## config.mk

```make
export PLATFORM = sky130hd
export DESIGN_NAME = column_mem_ctrl
export DESIGN_NICKNAME = d
export VERILOG_FILES = /design/src/column_mem_pkg.sv /design/src/column_mem_ctrl.sv
export SDC_FILE = /design/constraint.sdc
export NUM_CORES = 1
export LEC_CHECK = 0
export ABC_AREA = 1
export CORE_ASPECT_RATIO = 1.75
export CORE_MARGIN = 1.5
export CORE_UTILIZATION = 60
export DETAILED_ROUTE_END_ITERATION = 10
export DONT_BUFFER_PORTS = 1
export PLACE_DENSITY_LB_ADDON = 0.15
export SYNTH_ARGS = -nofsm -noshare
export SYNTH_HDL_FRONTEND = slang
export SYNTH_SLANG_ARGS = --single-unit
```

## constraint.sdc

```tcl
create_clock -name pclk -period 8.3 [get_ports pclk]
set_input_delay 1.245 -clock pclk [delete_from_list [all_inputs] [get_ports pclk]]
set_output_delay 1.245 -clock pclk [all_outputs]
set_load 0.05 [all_outputs]
```

## src/column_mem_pkg.sv

```systemverilog
// Purpose: Shared constants for the steering column memory controller
// Assumes: 10 MHz pclk, APB register access with 32-bit words
// Notes: Time figures in milliseconds; cycle counts derived from the clock
package column_mem_pkg;
   // Clock rate and cycles per millisecond
   localparam int CLK_HZ = 10_000_000;
   localparam int CYC_PER_MS = CLK_HZ / 1000;
   // Register byte offsets
   localparam logic [7:0] CMD_OFS = 8'h00;
   localparam logic [7:0] STAT_OFS = 8'h04;
   localparam logic [7:0] POS_OFS = 8'h08;
   localparam logic [7:0] SLOT0_OFS = 8'h0c;
   localparam logic [7:0] SLOT1_OFS = 8'h10;
   // Command register bit positions (write-only pulses)
   localparam int CMD_PERMIT = 0;
   localparam int CMD_REG0 = 1;
   localparam int CMD_REG1 = 2;
   localparam int CMD_PLAY0 = 3;
   localparam int CMD_PLAY1 = 4;
   localparam int CMD_LOCK = 5;
   localparam int CMD_UNLOCK = 6;
   localparam int CMD_KEYSLOT = 7;
   // Status register bit positions
   localparam int ST_PERMIT = 0;
   localparam int ST_VALID0 = 1;
   localparam int ST_VALID1 = 2;
   localparam int ST_PLAY = 3;
   localparam int ST_FAULT = 4;
   localparam int ST_BUZZ = 5;
   localparam int ST_PEND = 6;
   // Position counter width
   localparam int POS_W = 16;
   // Times as specified
   localparam int GAP_MS = 50;
   localparam int STAGGER_MS = 100;
   localparam int WIN_MS = 1000;
   localparam int SPEED_MS = 2500;
   localparam int BEEP_MS = 150;
   // Derived cycle counts
   localparam int GAP_CYC = GAP_MS * CYC_PER_MS;
   localparam int STAGGER_CYC = STAGGER_MS * CYC_PER_MS;
   localparam int WIN_CYC = WIN_MS * CYC_PER_MS;
   localparam int SPEED_CYC = SPEED_MS * CYC_PER_MS;
   localparam int BEEP_CYC = BEEP_MS * CYC_PER_MS;
   // Sensor pulse threshold and beep counts
   localparam logic [2:0] PULSE_MIN = 3'h4;
   localparam logic [3:0] BEEPS_PERMIT = 4'h1;
   localparam logic [3:0] BEEPS_REG = 4'h2;
   localparam logic [3:0] BEEPS_PLAY = 4'h1;
   localparam logic [3:0] BEEPS_FAULT = 4'ha;
   // Replay sequencer states, Gray along the path
   typedef enum logic [1:0] {
      P_IDLE = 2'h0,
      P_TILT = 2'h1,
      P_TELE = 2'h3
   } play_e;
endpackage

```

## src/column_mem_ctrl.sv

```systemverilog
// Purpose: Tilt/telescope column drive with two memory slots and replay
// Assumes: Door module commands arrive as APB writes; pins are async
// Notes: Axis 0 is tilt (pos=up), axis 1 is telescope (pos=forward)
//
// The implementer's own choices: the register offsets and the APB register port.
`timescale 1ns/100ps
`default_nettype none

module column_mem_ctrl #(
   parameter int GAP_CYC = column_mem_pkg::GAP_CYC,
   parameter int STAGGER_CYC = column_mem_pkg::STAGGER_CYC,
   parameter int WIN_CYC = column_mem_pkg::WIN_CYC,
   parameter int SPEED_CYC = column_mem_pkg::SPEED_CYC,
   parameter int BEEP_CYC = column_mem_pkg::BEEP_CYC,
   parameter int CNT_W = 25
) (
   // Clock and reset
   input wire logic pclk,
   input wire logic presetn,
   // APB slave
   input wire logic psel,
   input wire logic penable,
   input wire logic pwrite,
   input wire logic [7:0] paddr,
   input wire logic [31:0] pwdata,
   output logic [31:0] prdata,
   output logic pready,
   output logic pslverr,
   // Vehicle state pins
   input wire logic ign_on,
   input wire logic park_on,
   input wire logic speed_high,
   input wire logic stop_sw,
   // Column switches and sensors, index 0 tilt, 1 telescope
   input wire logic [1:0] man_pos_sw,
   input wire logic [1:0] man_neg_sw,
   input wire logic [1:0] limit_ok,
   input wire logic [1:0] sens_pulse,
   // Motor and buzzer drive
   output logic [1:0] mot_pos,
   output logic [1:0] mot_neg,
   output logic buzzer
);
   localparam int PW = column_mem_pkg::POS_W;
   localparam logic [CNT_W-1:0] GAP_END = CNT_W'(GAP_CYC - 1);
   localparam logic [CNT_W-1:0] STG_END = CNT_W'(STAGGER_CYC - 1);
   localparam logic [CNT_W-1:0] WIN_END = CNT_W'(WIN_CYC - 1);
   localparam logic [CNT_W-1:0] SPD_END = CNT_W'(SPEED_CYC);
   localparam logic [CNT_W-1:0] BEEP_END = CNT_W'(BEEP_CYC - 1);

   // Counters must hold every count; refuse settings that overflow
   if (CNT_W < 2 || CNT_W > 31 || GAP_CYC < 1 || STAGGER_CYC < 1 ||
       WIN_CYC < 1 || BEEP_CYC < 1 || SPEED_CYC < 1 ||
       GAP_CYC >= (1 << CNT_W) || STAGGER_CYC >= (1 << CNT_W) ||
       WIN_CYC >= (1 << CNT_W) || SPEED_CYC >= (1 << CNT_W) ||
       BEEP_CYC >= (1 << CNT_W)) begin : bad_params
      $error("column_mem_ctrl: timer count does not fit CNT_W");
   end

   // Address decode, shared by write enable and error answer
   function automatic logic reg_hit(input logic [7:0] a);
      reg_hit = (a == column_mem_pkg::CMD_OFS) ||
                (a == column_mem_pkg::STAT_OFS) ||
                (a == column_mem_pkg::POS_OFS) ||
                (a == column_mem_pkg::SLOT0_OFS) ||
                (a == column_mem_pkg::SLOT1_OFS);
   endfunction

   // Synchroniser for all pin inputs; stage one feeds stage two only
   logic [11:0] sync1_ff;
   logic [11:0] sync2_ff;
   always_ff @(posedge pclk or negedge presetn) begin
      if (!presetn) begin
         sync1_ff <= 12'h000;
         sync2_ff <= 12'h000;
      end else begin
         sync1_ff <= {ign_on, park_on, speed_high, stop_sw, man_pos_sw,
                      man_neg_sw, limit_ok, sens_pulse};
         sync2_ff <= sync1_ff;
      end
   end
   logic ign_s, park_s, speed_s, stop_s;
   logic [1:0] sw_pos, sw_neg, lim, pulse_s;
   assign {ign_s, park_s, speed_s, stop_s, sw_pos, sw_neg, lim,
           pulse_s} = sync2_ff;

   // Pulse edge detect on the synchronised sensor lines
   logic [1:0] pulse_d_ff;
   always_ff @(posedge pclk or negedge presetn) begin
      if (!presetn) pulse_d_ff <= 2'h0;
      else pulse_d_ff <= pulse_s;
   end
   logic [1:0] pulse_rise;
   assign pulse_rise = pulse_s & ~pulse_d_ff;
   logic manual_any;
   assign manual_any = (|sw_pos) | (|sw_neg);

   // APB: zero wait states, error on unmapped offsets
   logic acc, wr_acc;
   assign acc = psel & penable;
   assign wr_acc = acc & pwrite & reg_hit(paddr);
   assign pready = 1'b1;
   assign pslverr = acc & ~reg_hit(paddr);

   // Command pulses from door module messages relayed by software
   logic cmd_wr;
   assign cmd_wr = wr_acc & (paddr == column_mem_pkg::CMD_OFS);
   logic cmd_permit, lock_ev, unlock_ev, key_slot;
   logic [1:0] reg_bits, play_bits;
   assign cmd_permit = cmd_wr & pwdata[column_mem_pkg::CMD_PERMIT];
   assign reg_bits = cmd_wr ? {pwdata[column_mem_pkg::CMD_REG1],
                               pwdata[column_mem_pkg::CMD_REG0]} : 2'h0;
   assign play_bits = cmd_wr ? {pwdata[column_mem_pkg::CMD_PLAY1],
                                pwdata[column_mem_pkg::CMD_PLAY0]} : 2'h0;
   assign lock_ev = cmd_wr & pwdata[column_mem_pkg::CMD_LOCK];
   assign unlock_ev = cmd_wr & pwdata[column_mem_pkg::CMD_UNLOCK];
   assign key_slot = pwdata[column_mem_pkg::CMD_KEYSLOT];
   // Both slots in one write count as a simultaneous press
   logic press, press_slot, press_play, both_pressed;
   assign both_pressed = (&reg_bits) | (&play_bits) |
                         ((|reg_bits) & (|play_bits) &
                          (reg_bits != play_bits));
   assign press = (|reg_bits | |play_bits) & ~both_pressed;
   assign press_slot = reg_bits[1] | play_bits[1];
   assign press_play = |play_bits;

   // Speed must persist before it aborts replay
   logic [CNT_W-1:0] spd_cnt_ff;
   always_ff @(posedge pclk or negedge presetn) begin
      if (!presetn) spd_cnt_ff <= '0;
      else if (!speed_s) spd_cnt_ff <= '0;
      else if (spd_cnt_ff != SPD_END) spd_cnt_ff <= spd_cnt_ff + 1'b1;
   end
   logic speed_long, store_ok;
   assign speed_long = (spd_cnt_ff == SPD_END);
   assign store_ok = park_s & ~speed_s;

   // Memory permit status
   logic permit_ff, permit_rise;
   assign permit_rise = cmd_permit & ~permit_ff & ign_s & ~manual_any;
   always_ff @(posedge pclk or negedge presetn) begin
      if (!presetn) permit_ff <= 1'b0;
      else if (!ign_s || manual_any) permit_ff <= 1'b0;
      else if (cmd_permit) permit_ff <= 1'b1;
   end

   // Press arbitration: a press commits only after the gap passes,
   // so a second press inside the gap can still cancel it
   logic pend_ff, pend_slot_ff, pend_play_ff;
   logic [CNT_W-1:0] gap_cnt_ff;
   logic commit;
   assign commit = pend_ff & ~press & ~both_pressed &
                   (gap_cnt_ff == GAP_END);
   always_ff @(posedge pclk or negedge presetn) begin
      if (!presetn) begin
         pend_ff <= 1'b0;
         pend_slot_ff <= 1'b0;
         pend_play_ff <= 1'b0;
         gap_cnt_ff <= '0;
      end else if (both_pressed) begin
         pend_ff <= 1'b0;
      end else if (press) begin
         if (pend_ff && press_slot != pend_slot_ff) begin
            pend_ff <= 1'b0;
         end else begin
            pend_ff <= 1'b1;
            pend_slot_ff <= press_slot;
            pend_play_ff <= press_play;
            gap_cnt_ff <= '0;
         end
      end else if (pend_ff) begin
         if (commit) pend_ff <= 1'b0;
         else gap_cnt_ff <= gap_cnt_ff + 1'b1;
      end
   end
   logic commit_reg, commit_play;
   assign commit_reg = commit & ~pend_play_ff & permit_ff;
   assign commit_play = commit & pend_play_ff;

   // Position counters, one per axis
   logic [PW-1:0] pos_ff [2];
   logic [1:0] mot_pos_ff, mot_neg_ff;
   // Memory slots, index {slot, axis}
   logic [PW-1:0] slot_pos_ff [4];
   logic [1:0] valid_ff;
   logic store_en, store_slot;
   assign store_en = store_ok & (commit_reg | lock_ev);
   assign store_slot = lock_ev ? key_slot : pend_slot_ff;
   always_ff @(posedge pclk or negedge presetn) begin
      if (!presetn) begin
         valid_ff <= 2'h0;
         for (int i = 0; i < 4; i++) slot_pos_ff[i] <= '0;
      end else if (store_en) begin
         // Overwrite always allowed, slots kept apart
         valid_ff[store_slot] <= 1'b1;
         slot_pos_ff[{store_slot, 1'b0}] <= pos_ff[0];
         slot_pos_ff[{store_slot, 1'b1}] <= pos_ff[1];
      end
   end

   // Replay request: door module command or keyless unlock
   logic fault_ff;
   logic play_block, play_slot, play_req;
   assign play_block = ~ign_s | ~park_s | speed_long | manual_any |
                       stop_s | fault_ff;
   assign play_slot = unlock_ev ? key_slot : pend_slot_ff;
   assign play_req = (commit_play | unlock_ev) &
                     valid_ff[play_slot] & ~play_block;

   // Replay sequencer with staggered motor start
   column_mem_pkg::play_e play_ff;
   logic [CNT_W-1:0] stg_cnt_ff;
   logic tgt_slot_ff;
   logic [1:0] at_tgt;
   always_ff @(posedge pclk or negedge presetn) begin
      if (!presetn) begin
         play_ff <= column_mem_pkg::P_IDLE;
         stg_cnt_ff <= '0;
         tgt_slot_ff <= 1'b0;
      end else if (play_block) begin
         play_ff <= column_mem_pkg::P_IDLE;
      end else if (play_req) begin
         // Newest request retargets and restarts the sequence
         play_ff <= column_mem_pkg::P_TILT;
         stg_cnt_ff <= '0;
         tgt_slot_ff <= play_slot;
      end else begin
         case (play_ff)
            column_mem_pkg::P_IDLE: stg_cnt_ff <= '0;
            column_mem_pkg::P_TILT: begin
               // Telescope waits a full stagger after tilt start
               if (stg_cnt_ff == STG_END) begin
                  play_ff <= column_mem_pkg::P_TELE;
               end else begin
                  stg_cnt_ff <= stg_cnt_ff + 1'b1;
               end
            end
            column_mem_pkg::P_TELE: begin
               if (&at_tgt) play_ff <= column_mem_pkg::P_IDLE;
            end
            default: play_ff <= column_mem_pkg::P_IDLE;
         endcase
      end
   end

   // Per-axis drive, position and sensor supervision
   logic [1:0] fault_set, fault_clr;
   for (genvar a = 0; a < 2; a++) begin : axis
      logic [PW-1:0] tgt;
      logic auto_en, nxt_pos, nxt_neg, drive_d_ff, win_on_ff, win_man_ff;
      logic [CNT_W-1:0] win_cnt_ff;
      logic [2:0] pcnt_ff;
      assign tgt = slot_pos_ff[{tgt_slot_ff, 1'(a)}];
      // Axis counts as done at target or when its travel is blocked
      assign at_tgt[a] = (pos_ff[a] == tgt) | ~lim[a];
      assign auto_en = (a == 0) ? (play_ff != column_mem_pkg::P_IDLE) :
                       (play_ff == column_mem_pkg::P_TELE);
      always_comb begin
         nxt_pos = 1'b0;
         nxt_neg = 1'b0;
         if (manual_any) begin
            // Manual wins and is never blocked by a fault
            nxt_pos = sw_pos[a] & ~sw_neg[a] & lim[a];
            nxt_neg = sw_neg[a] & ~sw_pos[a] & lim[a];
         end else if (auto_en && !play_block && lim[a]) begin
            // Signed compare picks the direction toward the target
            nxt_pos = $signed(tgt) > $signed(pos_ff[a]);
            nxt_neg = $signed(tgt) < $signed(pos_ff[a]);
         end
      end
      always_ff @(posedge pclk or negedge presetn) begin
         if (!presetn) begin
            mot_pos_ff[a] <= 1'b0;
            mot_neg_ff[a] <= 1'b0;
         end else begin
            mot_pos_ff[a] <= nxt_pos;
            mot_neg_ff[a] <= nxt_neg;
         end
      end
      // Direction of the running motor signs each sensor pulse
      always_ff @(posedge pclk or negedge presetn) begin
         if (!presetn) pos_ff[a] <= '0;
         else if (pulse_rise[a] && mot_pos_ff[a])
            pos_ff[a] <= pos_ff[a] + 1'b1;
         else if (pulse_rise[a] && mot_neg_ff[a])
            pos_ff[a] <= pos_ff[a] - 1'b1;
      end
      // One-second pulse window opened at each motor start
      always_ff @(posedge pclk or negedge presetn) begin
         if (!presetn) begin
            drive_d_ff <= 1'b0;
            win_on_ff <= 1'b0;
            win_man_ff <= 1'b0;
            win_cnt_ff <= '0;
            pcnt_ff <= 3'h0;
         end else begin
            drive_d_ff <= mot_pos_ff[a] | mot_neg_ff[a];
            if ((mot_pos_ff[a] | mot_neg_ff[a]) && !drive_d_ff) begin
               win_on_ff <= 1'b1;
               win_man_ff <= manual_any;
               win_cnt_ff <= '0;
               pcnt_ff <= 3'h0;
            end else if (!(mot_pos_ff[a] | mot_neg_ff[a])) begin
               // Motor stopped early: window abandoned, no verdict
               win_on_ff <= 1'b0;
            end else if (win_on_ff) begin
               if (win_cnt_ff == WIN_END) win_on_ff <= 1'b0;
               win_cnt_ff <= win_cnt_ff + 1'b1;
               if (pulse_rise[a] && pcnt_ff != 3'h7)
                  pcnt_ff <= pcnt_ff + 1'b1;
            end
         end
      end
      // Verdict at window end; blocked travel is not a sensor fault
      assign fault_set[a] = win_on_ff & (win_cnt_ff == WIN_END) &
                            lim[a] & (pcnt_ff < column_mem_pkg::PULSE_MIN);
      assign fault_clr[a] = win_on_ff & (win_cnt_ff == WIN_END) &
                            win_man_ff &
                            (pcnt_ff > column_mem_pkg::PULSE_MIN);
   end

   // Fault flag: a new fault wins over a clear in the same cycle
   logic fault_rise;
   assign fault_rise = (|fault_set) & ~fault_ff;
   always_ff @(posedge pclk or negedge presetn) begin
      if (!presetn) fault_ff <= 1'b0;
      else if (|fault_set) fault_ff <= 1'b1;
      else if (|fault_clr) fault_ff <= 1'b0;
   end

   // Buzzer: highest priority event reloads the beep count
   logic [3:0] beep_load, beep_left_ff;
   logic [CNT_W-1:0] beep_cnt_ff;
   logic buz_ff;
   always_comb begin
      if (fault_rise) beep_load = column_mem_pkg::BEEPS_FAULT;
      else if (store_en) beep_load = column_mem_pkg::BEEPS_REG;
      else if (play_req) beep_load = column_mem_pkg::BEEPS_PLAY;
      else if (permit_rise)
         beep_load = column_mem_pkg::BEEPS_PERMIT;
      else beep_load = 4'h0;
   end
   always_ff @(posedge pclk or negedge presetn) begin
      if (!presetn) begin
         beep_left_ff <= 4'h0;
         beep_cnt_ff <= '0;
         buz_ff <= 1'b0;
      end else if (beep_load != 4'h0) begin
         beep_left_ff <= beep_load;
         beep_cnt_ff <= '0;
         buz_ff <= 1'b1;
      end else if (beep_left_ff != 4'h0) begin
         // Equal on and off phases; count drops as each tone ends
         if (beep_cnt_ff == BEEP_END) begin
            beep_cnt_ff <= '0;
            if (buz_ff) beep_left_ff <= beep_left_ff - 1'b1;
            buz_ff <= ~buz_ff;
         end else begin
            beep_cnt_ff <= beep_cnt_ff + 1'b1;
         end
      end else begin
         buz_ff <= 1'b0;
      end
   end

   // Read data registered in the setup phase, stable through access
   always_ff @(posedge pclk or negedge presetn) begin
      if (!presetn) prdata <= 32'h0000_0000;
      else if (psel && !penable && !pwrite) begin
         case (paddr)
            column_mem_pkg::STAT_OFS:
               prdata <= {25'h000_0000, pend_ff, buz_ff, fault_ff,
                          play_ff != column_mem_pkg::P_IDLE, valid_ff,
                          permit_ff};
            column_mem_pkg::POS_OFS: prdata <= {pos_ff[1], pos_ff[0]};
            column_mem_pkg::SLOT0_OFS:
               prdata <= {slot_pos_ff[1], slot_pos_ff[0]};
            column_mem_pkg::SLOT1_OFS:
               prdata <= {slot_pos_ff[3], slot_pos_ff[2]};
            default: prdata <= 32'h0000_0000;
         endcase
      end
   end

   assign mot_pos = mot_pos_ff;
   assign mot_neg = mot_neg_ff;
   assign buzzer = buz_ff;

   // Checks on the guarded behaviour
   man_drive_a: assert property (@(posedge pclk) disable iff (!presetn)
      sw_pos[0] && !sw_neg[0] && lim[0] |=> mot_pos_ff[0])
      else $error("manual tilt switch did not drive motor");
   limit_stop_a: assert property (@(posedge pclk) disable iff (!presetn)
      !lim[1] |=> !mot_pos_ff[1] && !mot_neg_ff[1])
      else $error("telescope driven with limit off");
   permit_drop_a: assert property (@(posedge pclk) disable iff (!presetn)
      (!ign_s || manual_any) |=> !permit_ff)
      else $error("permit kept with ignition off or manual");
   store_gate_a: assert property (@(posedge pclk) disable iff (!presetn)
      (lock_ev && !store_ok) |=> $stable(valid_ff))
      else $error("slot stored outside park or above speed");
   empty_slot_a: assert property (@(posedge pclk) disable iff (!presetn)
      (play_ff == column_mem_pkg::P_IDLE && commit_play && !unlock_ev &&
       !valid_ff[pend_slot_ff]) |=> play_ff == column_mem_pkg::P_IDLE)
      else $error("replay started for empty slot");
   play_abort_a: assert property (@(posedge pclk) disable iff (!presetn)
      play_block |=> play_ff == column_mem_pkg::P_IDLE ##1
      !mot_pos_ff[1] || manual_any || $past(manual_any))
      else $error("replay not stopped by inhibit");
   stagger_a: assert property (@(posedge pclk) disable iff (!presetn)
      (play_ff == column_mem_pkg::P_TILT && stg_cnt_ff != STG_END)
      |=> play_ff != column_mem_pkg::P_TELE)
      else $error("telescope started before stagger elapsed");
   fault_beep_a: assert property (@(posedge pclk) disable iff (!presetn)
      $rose(fault_ff) |-> beep_left_ff == 4'ha && buz_ff)
      else $error("fault did not load ten beeps");
   fault_manual_a: assert property (@(posedge pclk) disable iff (!presetn)
      fault_ff && sw_neg[0] && !sw_pos[0] && lim[0] |=> mot_neg_ff[0])
      else $error("manual drive lost during fault");
   reg_cv: cover property (@(posedge pclk) disable iff (!presetn)
      commit_reg && store_ok);
   tele_cv: cover property (@(posedge pclk) disable iff (!presetn)
      play_ff == column_mem_pkg::P_TELE && mot_pos_ff[1]);
   fault_cv: cover property (@(posedge pclk) disable iff (!presetn)
      $fell(fault_ff));
endmodule
`default_nettype wire

```

==> results of run 1 <==
per-layer routing:
| metal | part of all wire | wire, microns | GRT usage |
|---|---|---|---|
| met1 | 0.39 | 17500 | 0.321 |
| met2 | 0.52 | 23600 | 0.509 |
| met3 | 0.044 | 1980 | 0.0420 |
| met4 | 0.046 | 2100 | 0.136 |
| met5 | 0 | 0 | 0 |
path summary, 6_finish.rpt:
path                                        from  cells after the start  slack [ns]                      end
setup / recovery                        paddr[7]                      8        3.55                  pslverr
hold / removal             sync1_ff[8]$_DFF_PN0_                      0        0.34    sync2_ff[8]$_DFF_PN0_
setup reg to reg            mot_pos[1]$_DFF_PN0_                     13        4.47   pos_ff[13]$_DFFE_PN0P_
hold reg to reg            sync1_ff[8]$_DFF_PN0_                      0        0.34    sync2_ff[8]$_DFF_PN0_
max in group asynchronous                presetn                      0        7.16  tgt_slot_ff$_DFFE_PN0P_
min in group asynchronous                presetn                      0        0.41   prdata[18]$_DFFE_PN0P_
cell families (layout without fill, tap and decap cells):
kind of cell	Yosys count	in the layout	share of synthesized area
AOI/OAI and AO/OA	472	472	0.140
xor gates and xnor gates	57	57	0.0262
adders and majority gates	77	77	0.0514
buffers and inverters	389	397	0.0798
DFF	335	335	0.440
muxes	4	4	0.00230
other	1	1	0.000197
and+or+nand+nor	1102	1102	0.260
flip-flops by register name (all words and copies together), names as in the netlist, 2 cells and up:
register         cells
mot_neg              2
pulse_d_ff           2
axis.pcnt_ff         6
prdata              32
spd_cnt_ff          25
pos_ff              32
mot_pos              2
axis.drive_d_ff      2
play_ff              2
axis.win_man_ff      2
stg_cnt_ff          25
valid_ff             2
beep_cnt_ff         25
axis.win_cnt_ff     50
axis.win_on_ff       2
slot_pos_ff         64
sync1_ff            12
beep_left_ff         4
gap_cnt_ff          25
sync2_ff            12
layout make-up:
type                    count  area share
multi-input cells        1713       0.446
repair buffers              6     0.00220
flip-flops and latches    335       0.409
clock inverters            15     0.00800
inverters                 327      0.0603
well taps                 396      0.0242
clock buffers              49      0.0498
metrics by stage:
| stage | util | total power, W |
|---|---|---|
| after detailed placement | 0.615 | 0.00312 |
| final | 0.652 | 0.00473 |
| after CTS | 0.652 | 0.00475 |
| after floorplan | - | 0.00284 |
| after global placement | 0.615 | 0.00308 |
| after global routing | 0.652 | 0.00500 |
worst max-delay path, delay by kind of cell:
family                 cells  cell delay, ns
buffers and inverters      3            0.73
and+or+nand+nor            5            1.50
cell usage in the layout (no fill, tap or decap), drive strengths merged, types with 2 or more instances in the layout:
cell        n
xor2       49
o21bai      5
bufinv      3
nand3b     14
fa          2
o21ai     278
clkinv     10
a221oi     27
buf         6
o21a        6
xnor2       8
nor2      224
a211oi      4
clkinvlp    3
o22ai      25
a21o        5
mux2        3
clkbuf     49
o211ai      4
a32o        2
nand2     541
dfrtp     335
nor4       31
a21boi      4
nor3       68
nor3b       4
nand4      62
o31ai       2
or2        10
a22oi       2
a31oi       4
nand3     144
ha         75
a21oi      99
inv       326
power by group:
part / leakage (nW) / internal (W) / switching [W]
Clock: 0.580 / 0.000959 / 0.000665
Sequential: 4.46 / 0.00178 / 0.000157
Combinational: 4.37 / 0.000425 / 0.000739
==> flow_metrics.py, run 1 <==
metrics = {
    "floorplanning": {
        "dieWidth_microns": 138,
        "die_h_microns": 239,
        "core_area_sq_um": 31400,
        "ios": 96,
        "rows": 86,
        "die_area_sq_um": 32900,
        "initial_utilization": 0.606,
    },
    "placement": {
        "gp_routability_congestion": 0.906,
        "place_ws_ns": 3.56,
        "hpwl_microns": 31800,
        "postPlaceCellArea_sq_um": 19300,
        "dp.cells": 2777,
        "portBuffers": 0,
    },
    "layout": {
        "fin_nets": 2553,
        "register_area_sq_um": 8380,
        "num_antenna_cells": 0,
        "postLayoutCellArea_sq_um": 20500,
        "drive_gt1_frac": 0.0528,
        "final_cells": 2841,
        "multi_input_area_sq_um": 9150,
        "synthToLayoutAreaGrowth_pct": 7.62,
        "fillers": 2690,
    },
    "global_routing": {
        "antenna_found_initial": 0,
        "overflow": 0,
        "grt_util_all_layers": 0.282,
        "grt_max_degree": 336,
        "grt_pass1_wl_microns": 74800,
        "grt_pass1_vias": 16000,
    },
    "drt": {
        "drtIter0Drc": 1015,
        "wirelength_microns": 45200,
        "dr_total_vias": 16400,
        "vias_per_cell": 5.78,
        "first_pass_iters": 7,
        "drc_errors": 0,
        "routedWlPerCell_microns": 15.9,
        "postRouteAntennaNets": 0,
    },
    "synthesis": {
        "yosys.area.top_type": "dfrtp_1",
        "synth_area_per_cell_sq_um": 7.81,
        "synthFlopType": "dfrtp_1",
        "ys_seq_area_frac": 0.440,
        "synth_cell_types": 63,
        "yosysWarnings": 0,
        "synth_edf_count": 0,
        "synth_fp_nets": 2571,
        "async_flop_share": 1.00,
        "yosysTopAreaCellShare": 0.440,
        "ys_ff_latch": 335,
        "synthCells": 2437,
        "synth_most_common_cell": "nand2_1",
        "syn_area_sq_um": 19000,
        "synthTopCellsByCount": "529 x nand2_1, 335 x dfrtp_1, 319 x inv_1",
        "synth.area.top_cells": "dfrtp_1 44%, nand2_1 10%, o21ai_0 7.0%",
    },
    "timing": {
        "max_freq_ghz": 0.210,
        "hold-worst-slack_ns": 0.343,
        "setup_tns_ns": 0,
        "slew_viol_final": 0,
        "skew_ns": 0.0229,
        "rsz0062_at_grt": "no",
        "tightest_slew_ns": 1.12,
        "maxSlewHeadroom": 0.244,
        "finalSetupViolCount": 0,
        "setup_ws_ns": 3.55,
        "hold_viol": 0,
        "post-route-period-util": 0.572,
        "period_needed_ns": 4.75,
    },
    "cts": {
        "path_clk_slew_ns": 0.06,
        "holdBufCountCts": 0,
        "cts-buffers-inserted": 36,
        "cts_max_path_buffers": 3,
        "htreeDepth": 2,
        "cts_tree": "built",
        "post_cts_resized": 0,
        "worstSkewPairLatency_ns": 0.54,
        "post_cts_buffers": 0,
        "cts_root_buffer": "clkbuf_16",
        "cts.sink_count": 335,
    },
    "run_status": {
        "status": "completed",
    },
    "power_and_ir_drop": {
        "static-leakage-power_nw": 9.41,
        "peakVddDrop_mv": 0.225,
        "p_per_area_nw_per_um2": 231,
    },
    "critical_path": {
        "crit_chain": "nor2_1 > nand2_1 > inv_1 > nand2_1 > buf_4 > inv_1 > nor3_1 > nor3b_2",
        "critPathArrivalTime_ns": 3.51,
        "critPathRequiredTime_ns": 7.05,
        "cp_slowest_stage_delay_ns": 0.77,
        "slowest_stage": "nor3b_2",
        "path_max_fanout": 28,
        "start_kind": "input port",
        "critPathKind": "input port to output port",
        "end_kind": "output port",
    },
    "flow_run": {
        "max_cap_viol_count": 0,
    },
    "hold_path": {
        "hp-class": "flop to flop",
    },
}
(Power assumes the default switching activity.)
==> run 2, diff against run 1 <==
--- a/config.mk
+++ b/config.mk
@@ -8,7 +8,7 @@
 export ABC_AREA = 1
 export CORE_ASPECT_RATIO = 1.75
 export CORE_MARGIN = 1.5
-export CORE_UTILIZATION = 60
+export CORE_UTILIZATION = 58
 export DETAILED_ROUTE_END_ITERATION = 10
 export DONT_BUFFER_PORTS = 1
 export PLACE_DENSITY_LB_ADDON = 0.15
==> constraint.sdc (replaced) <==
create_clock -name pclk -period 4.17 [get_ports pclk]
set_input_delay 0.6255 -clock pclk [delete_from_list [all_inputs] [get_ports pclk]]
set_output_delay 0.6255 -clock pclk [all_outputs]
set_load 0.05 [all_outputs]
==> run 2 against run 1 <==
  * The run now ends with negative hold slack left
  * Global-route usage fell by 0.72 points
  * Sequential power grew 99%
  * Combinational power grew 98%
  * Worst setup slack worse by 2.4 ns
  * Critical path depth increased by 5
  * Final cell count rose by 0.21%
  * Largest cell class unchanged
==> flow_metrics.py, run 2 (synthesis gave the netlist of run 1 again) <==
metrics = {
    "critical_path": {
        "critPathKind": "flop to flop",
        "cpLargestDelayFamily": "simple AND/OR/NAND/NOR gates",
        "ff2ff_path_depth": 13,
        "slowest_stage": "dfrtp_1",
        "rr_endpoint": "axis[0].win_cnt_ff[23]$_DFFE_PN0P_",
        "critPathBufInv": 3,
        "path_max_fanout": 27,
        "reg2reg_from": "mot_neg[0]$_DFF_PN0_",
        "critPathArrivalTime_ns": 3.44,
        "reg2reg_setup_slack_ns": 1.12,
        "start_kind": "flop",
        "cp_slowest_stage_delay_ns": 0.69,
        "crit_chain": "inv_1 > nand2_2 > nand2_2 > nand2_1 > inv_2 > nor2_1 > inv_1 > nor2_2 > nand3_1 > nor4_1 > nand2_1 > nor3_1 > nor3_1",
        "critPathRequiredTime_ns": 4.56,
        "end_kind": "flop",
    },
    "timing": {
        "skew_ns": 0.0201,
        "post-route-period-util": 0.732,
        "maxSlewHeadroom": 0.471,
        "slew_viol_final": 0,
        "period_needed_ns": 3.05,
        "hold-worst-slack_ns": -0.202,
        "finalSetupViolCount": 0,
        "rsz0062_at_grt": "no",
        "hold_viol": 335,
        "tightest_slew_ns": 0.791,
        "max_freq_ghz": 0.328,
        "setup_tns_ns": 0,
    },
    "floorplanning": {
        "rows": 87,
        "die_area_sq_um": 34000,
        "dieWidth_microns": 140,
        "core_area_sq_um": 32300,
        "ios": 96,
        "die_h_microns": 243,
        "initial_utilization": 0.589,
    },
    "global_routing": {
        "grt_util_all_layers": 0.275,
        "overflow": 0,
        "grt_pass1_wl_microns": 76400,
        "grt_max_degree": 336,
        "antenna_found_initial": 0,
        "grt_pass1_vias": 16000,
    },
    "cts": {
        "cts_tree": "built",
        "cts_root_buffer": "clkbuf_16",
        "cts-buffers-inserted": 34,
        "cts_max_path_buffers": 3,
        "htreeDepth": 2,
        "path_clk_slew_ns": 0.07,
        "post_cts_buffers": 0,
        "worstSkewPairLatency_ns": 0.53,
        "cts.sink_count": 335,
        "post_cts_resized": 0,
    },
    "layout": {
        "synthToLayoutAreaGrowth_pct": 7.42,
        "largest_reg_flops": 64,
        "final_cells": 2847,
        "reg_top3": "slot_pos_ff x64, axis.win_cnt_ff x50",
        "num_antenna_cells": 0,
        "drive_gt1_frac": 0.0527,
        "layout_common_cells": "529 x nand2_1, 334 x dfrtp_1, 319 x inv_1",
        "largest_register": "slot_pos_ff",
        "postLayoutCellArea_sq_um": 20500,
        "final_common_cell": "nand2_1",
        "fin_nets": 2560,
    },
    "flow_run": {
        "max_cap_viol_count": 0,
    },
    "drt": {
        "vias_per_cell": 5.72,
        "first_pass_iters": 6,
        "wirelength_microns": 45800,
        "drc_errors": 0,
        "routedWlPerCell_microns": 16.1,
        "postRouteAntennaNets": 0,
        "dr_total_vias": 16300,
        "drtIter0Drc": 1071,
    },
    "placement": {
        "portBuffers": 0,
        "hpwl_microns": 32200,
        "postPlaceCellArea_sq_um": 19400,
        "dp.cells": 2790,
        "gp_routability_congestion": 1.01,
    },
    "power_and_ir_drop": {
        "static-leakage-power_nw": 9.40,
        "peakVddDrop_mv": 0.355,
        "p_per_area_nw_per_um2": 448,
    },
    "run_status": {
        "status": "finished with violations",
        "violations": "negative hold slack",
    },
    "hold_path": {
        "hp-class": "input port to async pin",
    },
}
run 2: layout make-up:
cell class	count	area, sq um
Multi-Input combinational cell	1713	9150
Tap cell	400	500
Inverter	327	1230
Clock inverter	9	109
Clock buffer	48	965
Sequential cell	335	8380
Timing Repair Buffer	15	113
Fill cell	2837	11900
run 2: power by group:
group	internal, W	leakage [nW]	switching (W)	total [W]
clock network	0.00174	0.524	0.00126	0.00300
registers	0.00355	4.46	0.000315	0.00387
logic	0.000846	4.42	0.00146	0.00230
run 2: worst max path at each step:
| stage | startpoint | end | slack [ns] | cells after the start |
|---|---|---|---|---|
| 3_5_place_dp | paddr[7] | gap_cnt_ff[2]$_DFFE_PN0P_ | 0.81 | 18 |
| 2_1_floorplan | paddr[7] | pslverr | 0.96 | 7 |
| 6_report | mot_neg[0]$_DFF_PN0_ | axis[0].win_cnt_ff[23]$_DFFE_PN0P_ | 1.12 | 13 |
| 4_1_cts | mot_neg[0]$_DFF_PN0_ | axis[0].win_cnt_ff[23]$_DFFE_PN0P_ | 1.09 | 13 |
| 5_1_grt | mot_pos[1]$_DFF_PN0_ | pos_ff[13]$_DFFE_PN0P_ | 0.85 | 14 |
| 3_3_place_gp | paddr[7] | gap_cnt_ff[2]$_DFFE_PN0P_ | 0.90 | 18 |
run 2: routing by layer:
layer | track usage | wire (microns)
met3 | 0.0312 | 1620
met2 | 0.520 | 24400
met5 | 0 | 0
met1 | 0.312 | 18100
met4 | 0.112 | 1700
run 2: stage by stage:
step	worst slack, ns	power [W]	hold WS, ns	utilization
2_1_floorplan	0.957	0.00566	0.330	-
3_3_place_gp	0.901	0.00611	0.334	0.599
3_5_place_dp	0.814	0.00619	0.340	0.599
4_1_cts	1.09	0.00921	-0.219	0.633
5_1_grt	0.849	0.00973	-0.223	0.633
6_report	1.12	0.00917	-0.202	0.633
==> run 3, diff against run 2 <==
--- a/config.mk
+++ b/config.mk
@@ -8,7 +8,7 @@
 export ABC_AREA = 1
 export CORE_ASPECT_RATIO = 1.75
 export CORE_MARGIN = 1.5
-export CORE_UTILIZATION = 58
+export CORE_UTILIZATION = 60
 export DETAILED_ROUTE_END_ITERATION = 10
 export DONT_BUFFER_PORTS = 1
 export PLACE_DENSITY_LB_ADDON = 0.15
==> constraint.sdc (replaced) <==
create_clock -name pclk -period 3.1 [get_ports pclk]
set_input_delay 0.465 -clock pclk [delete_from_list [all_inputs] [get_ports pclk]]
set_output_delay 0.465 -clock pclk [all_outputs]
set_load 0.05 [all_outputs]
==> run 3 against run 2 <==
  * Die area down 3.3%
  * Maximum frequency is 7.2% higher
  * Non-clock buffer count increased by 31
  * Clock-buffer cell count grew 5
  * The run still ends with negative hold slack left
  * Global-route usage rose by 1.4 points
  * Utilization grew 2.8 points
  * Design area rose by 1.5%
  * Flip-flop and latch count did not move
  * Final cell count grew 0.95%
  * Critical path depth is the same
==> flow_metrics.py, run 3 (synthesis gave the netlist of run 1 again) <==
metrics = {
    "timing": {
        "skew_ns": 0.0156,
        "tightest_slew_ns": 1.30,
        "hold-worst-slack_ns": -0.371,
        "setup_ws_ns": 0.253,
        "hold_viol": 335,
        "setup_tns_ns": 0,
        "period_needed_ns": 2.85,
        "slew_viol_final": 0,
        "post-route-period-util": 0.919,
        "rsz0062_at_grt": "no",
        "max_freq_ghz": 0.351,
        "finalSetupViolCount": 0,
        "maxSlewHeadroom": 0.134,
    },
    "drt": {
        "wirelength_microns": 45700,
        "first_pass_iters": 5,
        "wl_met3_microns": 1830,
        "routedWlPerCell_microns": 15.9,
        "drc_errors": 0,
        "postRouteAntennaNets": 0,
        "vias_per_cell": 5.76,
        "drtIter0Drc": 1081,
        "dr_wl_met2_microns": 24000,
        "dr_total_vias": 16500,
        "topRoutingLayerUsed": "met4",
        "wl_met1_microns": 17800,
    },
    "layout": {
        "fin_nets": 2592,
        "reg_top3": "slot_pos_ff x64, axis.win_cnt_ff x50",
        "final_common_cell": "nand2_1",
        "num_antenna_cells": 0,
        "postLayoutCellArea_sq_um": 20800,
        "largest_reg_flops": 64,
        "layout_common_cells": "528 x nand2_1, 334 x dfrtp_1, 319 x inv_1",
        "synthToLayoutAreaGrowth_pct": 9.02,
        "largest_register": "slot_pos_ff",
        "drive_gt1_frac": 0.0613,
    },
    "global_routing": {
        "grt_max_degree": 336,
        "antenna_found_initial": 0,
        "grt_pass1_vias": 16400,
        "grt_pass1_wl_microns": 76300,
        "grt_util_all_layers": 0.289,
        "overflow": 0,
    },
    "power_and_ir_drop": {
        "switching_share": 0.331,
        "p_total_w": 0.0125,
        "combPwrFrac": 0.257,
        "peakVddDrop_mv": 0.673,
        "internal_power_w": 0.00835,
        "p_per_area_nw_per_um2": 601,
        "static-leakage-power_nw": 9.57,
        "switchingPower_w": 0.00413,
        "power_frac_seq": 0.416,
        "clockPowerShare": 0.327,
    },
    "cts": {
        "cts-buffers-inserted": 35,
        "worstSkewPairLatency_ns": 0.53,
        "htreeDepth": 2,
        "path_clk_slew_ns": 0.06,
        "cts_root_buffer": "clkbuf_16",
        "post_cts_buffers": 0,
        "cts.sink_count": 335,
        "cts_tree": "built",
        "holdBufCountCts": 12,
        "cts_max_path_buffers": 3,
    },
    "placement": {
        "place_ws_ns": 0.197,
        "gp_routability_congestion": 0.952,
        "postPlaceCellArea_sq_um": 19500,
        "portBuffers": 0,
        "hpwl_microns": 32600,
    },
    "critical_path": {
        "critPathBufInv": 1,
        "cpMostUsedCell": "nand2_1",
        "slowest_stage": "dfrtp_2",
        "path_max_fanout": 28,
        "start_kind": "flop",
        "cp_slowest_stage_delay_ns": 0.70,
        "critPathArrivalTime_ns": 3.27,
        "critPathKind": "flop to flop",
        "cpLargestDelayFamily": "simple AND/OR/NAND/NOR gates",
        "critPathRequiredTime_ns": 3.52,
        "crit_chain": "mux2_2 > ha_1 > nand2_1 > nor2_1 > nand3b_1 > nor3_1 > and2_1 > o211a_1 > a21oi_1 > nand2_1 > inv_1 > nand2_1 > nand2_1",
        "end_kind": "flop",
    },
    "floorplanning": {
        "dieWidth_microns": 138,
        "die_h_microns": 239,
        "rows": 86,
        "ios": 96,
        "core_area_sq_um": 31400,
        "die_area_sq_um": 32900,
        "initial_utilization": 0.606,
    },
    "flow_run": {
        "max_cap_viol_count": 0,
    },
    "hold_path": {
        "hp-class": "input port to async pin",
    },
    "run_status": {
        "status": "finished with violations",
        "violations": "negative hold slack",
    },
}
-- run 3: layout make-up --
cell class / instances / area (sq um)
clock inverter: 4 / 23.8
inverter: 327 / 1230
fill: 2776 / 10700
multi-input combinational: 1713 / 9160
clock buffer: 53 / 1080
tap: 396 / 495
sequential: 335 / 8380
timing repair buffer: 46 / 388
-- run 3: power groups by stage --
stage	logic (W)	clock network, W	registers, W
after floorplan	0.00248	0	0.00513
after detailed placement	0.00314	0	0.00525
after CTS	0.00317	0.00418	0.00518
final	0.00321	0.00408	0.00519
after global placement	0.00303	0	0.00524
after global routing	0.00369	0.00434	0.00524
-- run 3: final timing paths --
check | end | cells past startpoint | from | slack [ns]
min in group pclk | permit_ff$_DFFE_PN0P_ | 2 | pwdata[0] | 0.26
min | prdata[19]$_DFFE_PN0P_ | 0 | presetn | -0.37
min reg2reg | sync2_ff[11]$_DFF_PN0_ | 0 | sync1_ff[11]$_DFF_PN0_ | 0.35
max in group asynchronous | gap_cnt_ff[17]$_DFFE_PN0P_ | 0 | presetn | 2.41
max reg2reg | play_ff[0]$_DFFE_PN0P_ | 13 | tgt_slot_ff$_DFFE_PN0P_ | 0.25
max | play_ff[0]$_DFFE_PN0P_ | 13 | tgt_slot_ff$_DFFE_PN0P_ | 0.25
-- run 3: through the flow --
stage	std cells	utilization
after floorplan	2437	-
after global placement	2805	0.622
after detailed placement	2805	0.622
after CTS	2874	0.660
after global routing	2874	0.661
final	2874	0.661
-- run 3: metal layers --
| layer | global-route usage | up-vias |
|---|---|---|
| met5 | 0 | - |
| met4 | 0.129 | 0 |
| met3 | 0.0382 | 129 |
| met2 | 0.532 | 395 |
| met1 | 0.326 | 7883 |
| li1 | - | 8134 |
-- run 3: timing repair --
item / 4_1_cts / 5_1_grt
endpoints found under the hold margin: 347 / 335
gates resized for setup: 0 / 5
setup endpoints to repair: 0 / 6
